File: src/design/cmb_pkg.sv
// Package with the register map, field layout and timing of the buffers.
package cmb_pkg;
  // Byte slots of one message buffer inside the register window.
  localparam logic [3:0] SLOT_ID0   = 4'h0;
  localparam logic [3:0] SLOT_ID1   = 4'h1;
  localparam logic [3:0] SLOT_ID2   = 4'h2;
  localparam logic [3:0] SLOT_DLEN  = 4'h3;
  localparam logic [3:0] SLOT_DATA0 = 4'h4;
  localparam logic [3:0] SLOT_PRIO  = 4'hC;
  localparam logic [3:0] SLOT_TSHI  = 4'hD;
  localparam logic [3:0] SLOT_TSLO  = 4'hE;
  localparam int         NUM_SLOTS  = 15;
  // Register byte offsets; the window repeats per buffer.
  localparam logic [7:0] OFS_CTRL   = 8'h40;
  localparam logic [7:0] OFS_TXFLAG = 8'h44;
  localparam logic [7:0] OFS_TXSEL  = 8'h48;
  localparam logic [7:0] OFS_TIMER  = 8'h4C;
  localparam logic [7:0] OFS_RXWIN  = 8'h80;
  // Field positions.
  localparam int CTRL_INIT_BIT = 0;
  localparam int CTRL_TIME_BIT = 1;
  localparam int ID1_RTR_BIT   = 4;
  localparam int ID1_IDE_BIT   = 3;
  localparam int FLAG_RXF_BIT  = 4;
  // Reset values.
  localparam logic [1:0] CTRL_RST   = 2'h1;
  localparam logic [2:0] TXE_RST    = 3'h7;
  // Data length limits.
  localparam logic [3:0] DLEN_MAX   = 4'h8;
  localparam int         HDR_BYTES  = 3;
  // Timing: the stamp timer ticks once per nominal CAN bit.
  localparam int CLK_PERIOD_PS = 4000;
  localparam int BIT_TIME_PS   = 1000000;
  localparam int BIT_CYCLES    = BIT_TIME_PS / CLK_PERIOD_PS;
  // Transmit sequencer states.
  typedef enum logic [2:0] {
    TXS_IDLE = 3'b001,
    TXS_SEND = 3'b010,
    TXS_WAIT = 3'b100
  } cmb_txs_t;
endpackage

File: src/design/cmb_buffers.sv
// CAN message buffers: three transmit, one receive, APB window, stamping.
//
// The APB interface to the registers and the register addresses are this design's own decisions.
`timescale 1ns/100ps

// Two-entry buffer; a stalled reader back-pressures the writer.
module cmb_fifo2 #(
  parameter int WIDTH = 8
) (
  input  wire logic             clk,
  input  wire logic             rst_n,
  input  wire logic             in_valid,
  output logic                  in_ready,
  input  wire logic [WIDTH-1:0] in_data,
  output logic                  out_valid,
  input  wire logic             out_ready,
  output logic      [WIDTH-1:0] out_data
);
  logic [WIDTH-1:0] mem_r [2];
  logic             wp_r;
  logic             rp_r;
  logic [1:0]       cnt_r;
  wire              push = in_valid & in_ready;
  wire              pop  = out_valid & out_ready;

  // Full and empty follow the occupancy count exactly.
  assign in_ready  = (cnt_r != 2'h2);
  assign out_valid = (cnt_r != 2'h0);
  assign out_data  = mem_r[rp_r];

  // Storage is written only on a push and needs no reset.
  always_ff @(posedge clk)
  begin
    if (push)
      mem_r[wp_r] <= in_data;
  end

  // Pointers and count.
  always_ff @(posedge clk or negedge rst_n)
  begin
    if (!rst_n)
    begin
      wp_r  <= 1'b0;
      rp_r  <= 1'b0;
      cnt_r <= 2'h0;
    end
    else
    begin
      if (push)
        wp_r <= ~wp_r;
      if (pop)
        rp_r <= ~rp_r;
      cnt_r <= cnt_r + {1'b0, push} - {1'b0, pop};
    end
  end
endmodule

module cmb_buffers
  import cmb_pkg::*;
#(
  parameter int NUM_TX   = 3,
  parameter int BIT_DIV  = cmb_pkg::BIT_CYCLES,
  parameter int TS_WIDTH = 16
) (
  input  wire logic        pclk,
  input  wire logic        presetn,
  input  wire logic        psel,
  input  wire logic        penable,
  input  wire logic        pwrite,
  input  wire logic [7:0]  paddr,
  input  wire logic [31:0] pwdata,
  output logic             pready,
  output logic [31:0]      prdata,
  output logic             pslverr,
  input  wire logic        sof_req,
  output logic             tx_start,
  output logic             tx_valid,
  input  wire logic        tx_ready,
  output logic [7:0]       tx_data,
  input  wire logic        tx_done,
  input  wire logic        tx_abandon,
  input  wire logic        rx_wr,
  input  wire logic [3:0]  rx_slot,
  input  wire logic [7:0]  rx_byte,
  input  wire logic        rx_eof
);
  import cmb_pkg::*;

  // Refused at elaboration: decode and divider are sized for these.
  if (NUM_TX != 3 || TS_WIDTH != 16 || BIT_DIV < 1 || BIT_DIV > 65536)
  begin
    $error("cmb_buffers: unsupported parameter values");
  end

  localparam int RXB = NUM_TX;

  logic [7:0]          mem_r [NUM_TX+1][NUM_SLOTS];
  logic [1:0]          ctrl_r;
  logic [NUM_TX-1:0]   txe_r;
  logic                rxf_r;
  logic [1:0]          sel_r;
  logic [TS_WIDTH-1:0] timer_r;
  logic [15:0]         div_r;
  logic [1:0]          act_r;
  logic [3:0]          pos_r;
  cmb_txs_t            st_r;

  // Bus decode: setup cycle of a transfer, window slot and buffer.
  wire        setup    = psel & ~penable;
  wire        in_win   = (paddr[6] == 1'b0);
  wire [3:0]  slot     = paddr[5:2];
  wire        slot_ok  = in_win & (slot < 4'(NUM_SLOTS));
  wire        rx_win   = paddr[7];
  wire [1:0]  wbuf     = rx_win ? 2'(RXB) : sel_r;
  wire        sel_free = rx_win | txe_r[sel_r];
  wire        is_ctrl  = (paddr == OFS_CTRL);
  wire        is_flag  = (paddr == OFS_TXFLAG);
  wire        is_sel   = (paddr == OFS_TXSEL);
  wire        is_tmr   = (paddr == OFS_TIMER);
  wire        mapped   = slot_ok | is_ctrl | is_flag | is_sel | is_tmr;
  wire        ts_slot  = (slot == SLOT_TSHI) | (slot == SLOT_TSLO);
  wire        win_wr_ok = slot_ok & sel_free & ~ts_slot
                          & ~(rx_win & (slot == SLOT_PRIO));
  wire        bad      = ~mapped | (slot_ok & ~sel_free)
                          | (pwrite & slot_ok & ~win_wr_ok);
  wire        wr_take  = psel & penable & pwrite & ~bad;
  wire        init_m   = ctrl_r[CTRL_INIT_BIT];
  wire        time_en  = ctrl_r[CTRL_TIME_BIT];

  // Register reads are captured in the setup cycle so that read data
  // comes from a flop and the access phase never waits.
  logic [7:0]  win_rd;
  logic [31:0] rd_val;
  assign win_rd = (slot == SLOT_ID2) ? 8'h00
                  : mem_r[wbuf][slot];
  assign rd_val = bad     ? 32'h0000_0000
                : slot_ok ? {24'h00_0000, win_rd}
                : is_ctrl ? {30'h0000_0000, ctrl_r}
                : is_flag ? {27'h000_0000, rxf_r, 1'b0, txe_r}
                : is_sel  ? {30'h0000_0000, sel_r}
                : {16'h0000, timer_r};
  assign pready = psel & penable;

  always_ff @(posedge pclk or negedge presetn)
  begin
    if (!presetn)
    begin
      prdata  <= 32'h0000_0000;
      pslverr <= 1'b0;
    end
    else if (setup)
    begin
      prdata  <= pwrite ? 32'h0000_0000 : rd_val;
      pslverr <= bad;
    end
  end

  // Bit-rate enable from a divider; the stamp timer only counts on it.
  wire bit_tick = (div_r == 16'(BIT_DIV - 1));
  always_ff @(posedge pclk or negedge presetn)
  begin
    if (!presetn)
      div_r <= 16'h0000;
    else if (bit_tick || init_m)
      div_r <= 16'h0000;
    else
      div_r <= div_r + 16'h0001;
  end

  // Wraps silently; software sees no overflow, by design.
  always_ff @(posedge pclk or negedge presetn)
  begin
    if (!presetn)
      timer_r <= '0;
    else if (init_m)
      timer_r <= '0;
    else if (bit_tick)
      timer_r <= timer_r + 1'b1;
  end

  // Internal prioritisation over every buffer still waiting to go.
  logic [NUM_TX-1:0] cand;
  logic [1:0]        win_idx;
  logic [7:0]        win_prio;
  logic              any_cand;
  assign cand     = ~txe_r;
  assign any_cand = |cand;
  always_comb
  begin
    win_idx  = 2'h0;
    win_prio = 8'hFF;
    for (int i = NUM_TX - 1; i >= 0; i--)
    begin
      // Scanning downward with <= lets the lower index win a tie.
      if (cand[i] && mem_r[i][SLOT_PRIO] <= win_prio)
      begin
        win_idx  = 2'(i);
        win_prio = mem_r[i][SLOT_PRIO];
      end
    end
  end

  // Frame length as streamed: header, length, then payload bytes.
  wire [7:0] act_id1 = mem_r[act_r][SLOT_ID1];
  wire [3:0] act_dl  = mem_r[act_r][SLOT_DLEN][3:0];
  wire [3:0] n_data  = act_id1[ID1_RTR_BIT] ? 4'h0
                     : (act_dl > DLEN_MAX) ? DLEN_MAX : act_dl;
  wire [3:0] n_total = n_data + 4'(HDR_BYTES);
  wire       start   = (st_r == TXS_IDLE) & sof_req & any_cand & ~init_m;

  // Byte order on the stream: identifier high byte first so that
  // bit ten leads, which lets the lowest value win on the wire.
  logic [7:0] src_byte;
  wire        src_valid = (st_r == TXS_SEND);
  logic       src_ready;
  assign src_byte = (pos_r == 4'h0) ? mem_r[act_r][SLOT_ID0]
                  : (pos_r == 4'h1) ? act_id1
                  : (pos_r == 4'h2) ? {4'h0, act_dl}
                  : mem_r[act_r][4'(pos_r + 4'h1)];
  wire        push = src_valid & src_ready;
  wire        last = push & (pos_r == n_total - 4'h1);

  cmb_fifo2 #(
    .WIDTH(8)
  ) u_fifo (
    .clk       (pclk),
    .rst_n     (presetn),
    .in_valid  (src_valid),
    .in_ready  (src_ready),
    .in_data   (src_byte),
    .out_valid (tx_valid),
    .out_ready (tx_ready),
    .out_data  (tx_data)
  );

  // Transmit sequencer; a lost arbitration or error returns to idle
  // with the buffer still pending so it competes again.
  always_ff @(posedge pclk or negedge presetn)
  begin
    if (!presetn)
    begin
      st_r     <= TXS_IDLE;
      act_r    <= 2'h0;
      pos_r    <= 4'h0;
      tx_start <= 1'b0;
    end
    else
    begin
      tx_start <= start;
      unique case (st_r)
        TXS_IDLE:
        begin
          if (start)
          begin
            act_r <= win_idx;
            pos_r <= 4'h0;
            st_r  <= TXS_SEND;
          end
        end
        TXS_SEND:
        begin
          if (last)
            st_r <= TXS_WAIT;
          else if (push)
            pos_r <= pos_r + 4'h1;
        end
        TXS_WAIT:
        begin
          if (tx_done || tx_abandon)
            st_r <= TXS_IDLE;
        end
        default:
          st_r <= TXS_IDLE;
      endcase
    end
  end

  wire tx_ok = (st_r == TXS_WAIT) & tx_done;

  // Control, select and flags. Hardware setting a flag beats a
  // software clear in the same cycle.
  wire [NUM_TX-1:0] txe_set = tx_ok ? NUM_TX'(1) << act_r : '0;
  wire [NUM_TX-1:0] txe_clr = (wr_take & is_flag) ? pwdata[NUM_TX-1:0]
                                                  : '0;
  wire              rxf_clr = wr_take & is_flag & pwdata[FLAG_RXF_BIT];
  always_ff @(posedge pclk or negedge presetn)
  begin
    if (!presetn)
    begin
      ctrl_r <= CTRL_RST;
      sel_r  <= 2'h0;
      txe_r  <= TXE_RST;
      rxf_r  <= 1'b0;
    end
    else
    begin
      if (wr_take && is_ctrl)
        ctrl_r <= pwdata[1:0];
      if (wr_take && is_sel && pwdata[1:0] < 2'(NUM_TX))
        sel_r <= pwdata[1:0];
      txe_r <= (txe_r & ~txe_clr) | txe_set;
      rxf_r <= (rxf_r & ~rxf_clr) | rx_eof;
    end
  end

  // Buffer memory: software writes, received bytes and stamps.
  // Software cannot reach a pending buffer, but it can write buffer
  // three below the priority slot, where a received byte in the same cycle wins.
  always_ff @(posedge pclk)
  begin
    if (wr_take && slot_ok)
      mem_r[wbuf][slot] <= pwdata[7:0];
    if (rx_wr && rx_slot < SLOT_PRIO)
      mem_r[RXB][rx_slot] <= rx_byte;
    if (tx_ok && time_en)
    begin
      mem_r[act_r][SLOT_TSHI] <= timer_r[15:8];
      mem_r[act_r][SLOT_TSLO] <= timer_r[7:0];
    end
    if (rx_eof && time_en)
    begin
      mem_r[RXB][SLOT_TSHI] <= timer_r[15:8];
      mem_r[RXB][SLOT_TSLO] <= timer_r[7:0];
    end
  end
endmodule

File: config.mk
export PLATFORM = sky130hd
export DESIGN_NAME = cmb_buffers
export DESIGN_NICKNAME = d
export VERILOG_FILES = /design/src/design/cmb_pkg.sv /design/src/design/cmb_buffers.sv
export SDC_FILE = /design/constraint.sdc
export NUM_CORES = 1
export LEC_CHECK = 0
export ABC_AREA = 0
export BUFFER_PORTS_ARGS = -buffer_cell sky130_fd_sc_hd__buf_2
export CAP_MARGIN = 20
export CORE_MARGIN = 2
export CORE_UTILIZATION = 36
export DETAILED_ROUTE_END_ITERATION = 8
export SLEW_MARGIN = 0
export SYNTH_ARGS = -nofsm -noshare
export SYNTH_HDL_FRONTEND = slang
export SYNTH_SLANG_ARGS = --single-unit
File: constraint.sdc
create_clock -name pclk -period 3.9 [get_ports pclk]
set_clock_uncertainty 0.2 [all_clocks]
set_input_delay 0.78 -clock pclk [delete_from_list [all_inputs] [get_ports pclk]]
set_output_delay 0.78 -clock pclk [all_outputs]
set_load 0.02 [all_outputs]
==> reports/qor.yml <==
clk_path_buf_depth: 3
final_cells: 3572
layout_common_cells: "496 x edfxtp_1, 178 x buf_4, 177 x mux2_2"
viasPerCell: 6.47
end_kind: "flip-flop"
die_width_um: 294
async_flop_share_pct: 12.5
max_slew.worst_pin.slew_ps: 1050
fillers: 7697
r2r_cells: 15
pin_count: 107
grt_pass1_vias: 22500
crit_path_max_fanout: 7
drt_iter0_drc: 3293
run_status: "completed"
hold_path_class: "primary input to async pin"
leakagePower_nw: 11.7
ant_nets: 0
worst_ep_required_time_ps: 4210
grt_max_degree: 62
synth_edf_count: 496
cp-start-kind: "flip-flop"
cp.arrival_ps: 4030
slew_headroom_pct: 28.9
grt_pass1_wl_um: 166000
grt_usage_pct: 26.8
drc_errors: 0
final_common_cell: "edfxtp_1"
ys.flop_type: "edfxtp_1"
final_nets: 2528
dp_cells: 3444
die-area_um2: 86600
rr_startpoint: "txe_r[2]"
wirelength_um: 116000
setup_viol: 0
dr.pass1.iters: 6
synth.top_cells.by_area: "edfxtp_1 49%, mux4_2 10%, mux2_2 6.6%"
hold_viol: 0
wire_per_inst_um: 32.6
critical_path_class: "flip-flop to flip-flop"
hold_buffers: 0
die_y_um: 294
path_clk_slew_ps: 60
layout-drive-gt1-share_pct: 28.5
worst_hold_slack_ps: 69.4
min_period_ps: 3720
cts_buffers: 66
r2r_setup_slack_ps: 180
finalCritPeriodShare_pct: 95.4
grt-ovfl-total: 0
syn_avg_cell_area_um2: 13.1
initial_utilization_pct: 36.3
yosysTopAreaCellShare_pct: 49.1
max_cap_violations: 0
seq_area_frac_synth_pct: 55.0
ctsRootBufferMaster: "clkbuf_16"
place_congestion: 0.969
syn2layout_area_growth_pct: 15.3
synth_area_leader_cell: "edfxtp_1"
syn-cell-area_um2: 30300
yosysWarningCount: 0
r2r_end: "act_r[1]"
io_buffers: 66
post-dp-hpwl_um: 80500
num_rows: 106
fmax_ghz: 0.269
p_per_area_nw_per_um2: 513
core_area_um2: 83600
htreeDepth: 3
timing.final.max_slew_violations: 0
ys_ff_latch: 567
yosys.cell_types.count: 80
cts_tree: "yes"
antenna_found_initial: 11
clock_latency_ps: 630
cts_sinks: 567
peakVddDrop_v: 0.000268
synth_cells: 2310
vias: 23100
## registers in the layout, summed over array words and instances, names as in the netlist, 2 cells and up
signal	cells
timer_r	16
pos_r	4
prdata	16
ctrl_r	2
u_fifo.cnt_r	2
st_r	3
mem_r	480
act_r	2
div_r	16
sel_r	2
txe_r	3
u_fifo.mem_r	16
## per-layer routing
metal	share of wire [%]	global-route usage, %	routed length [um]	up-vias
li1	-	-	-	9366
met1	39	36.4	45300	11700
met2	44	40.0	51300	1678
met3	12	6.44	13500	324
met4	5.3	13.3	6120	12
met5	0.065	0	76	-
## what timing repair did
item,CTS,global route
buffers inserted,0,7
resized for setup,0,25
endpoints found under the setup margin,0,2
endpoints found under the hold margin,0,0
## synthesized netlist by cell type, types with 21 or more instances
cell / number
edfxtp_1: 496
mux2_2: 178
nand2_1: 174
nor2_1: 160
mux4_2: 135
clkbuf_1: 120
mux2i_1: 105
o22ai_1: 103
o21ai_0: 84
a21oi_1: 73
dfrtp_1: 66
buf_2: 53
nor3_1: 35
a221oi_1: 32
buf_4: 32
nand3_1: 32
inv_1: 27
ha_1: 26
xor2_1: 24
nand4_1: 21
## area by class of cell
type / instances / area [um^2] / area share [%]
Clock inverter: 33 / 324 / 0.927
Tap cell: 1080 / 1350 / 3.86
Multi-Input combinational cell: 1514 / 12700 / 36.4
Timing Repair Buffer: 260 / 1990 / 5.70
Sequential cell: 567 / 16700 / 47.7
Clock buffer: 87 / 1760 / 5.04
Inverter: 30 / 113 / 0.322
Antenna cell: 1 / 2.50 / 0.00716
## logic make-up (layout without fill, tap and decap cells)
group / after synthesis / count (layout) / synth area share (%)
mux: 418 / 418 / 20.1
buf+inv: 252 / 410 / 3.81
compound gates: 478 / 478 / 10.8
flops: 567 / 567 / 55.0
other cells: 1 / 25 / 0.0124
fa+ha+maj: 26 / 26 / 1.07
simple gates: 531 / 531 / 8.17
xor+xnor: 37 / 37 / 1.07
## where the power goes
group / internal (mW) / total [mW] / switching [mW]
combinational: 1.99 / 4.73 / 2.74
clock: 3.53 / 6.14 / 2.61
sequential: 6.80 / 7.08 / 0.276
## worst max path at each step
stage / from / endpoint / slack, ps / depth (start not counted)
global placement: txe_r[2] / act_r[1] / 30 / 17
finish: txe_r[2] / act_r[1] / 180 / 15
floorplan: txe_r[2] / act_r[1] / 70 / 19
CTS: txe_r[2] / act_r[1] / 90 / 17
global route: txe_r[2] / act_r[1] / -20 / 17
detailed placement: txe_r[2] / act_r[1] / 90 / 17
## metrics by stage
step                      cell area, um^2  TNS [ps]  util [%]  worst slack [ps]  total power, mW
final                               35000         0      41.9               181             18.0
after floorplan                     30400         0         -              67.0             9.95
after CTS                           34800         0      41.7              88.8             17.9
after global placement              32700         0      39.2              28.2             11.8
after global routing                35000     -18.9      41.9             -18.9             18.4
after detailed placement            32700         0      39.2              89.8             11.8
## worst max-delay path: stages (launching register included)
cell	delay, ps
dfstp_2	660
buf_6	150
nor2_1	60
ha_1	300
nand4_1	150
or2_4	280
a21o_1	210
mux2_4	320
ha_4	270
nor2b_4	130
o21ai_2	60
nand2b_1	80
a21oi_2	60
o211ai_1	200
o311ai_2	150
o32ai_1	320
(Power assumes the default switching activity.)
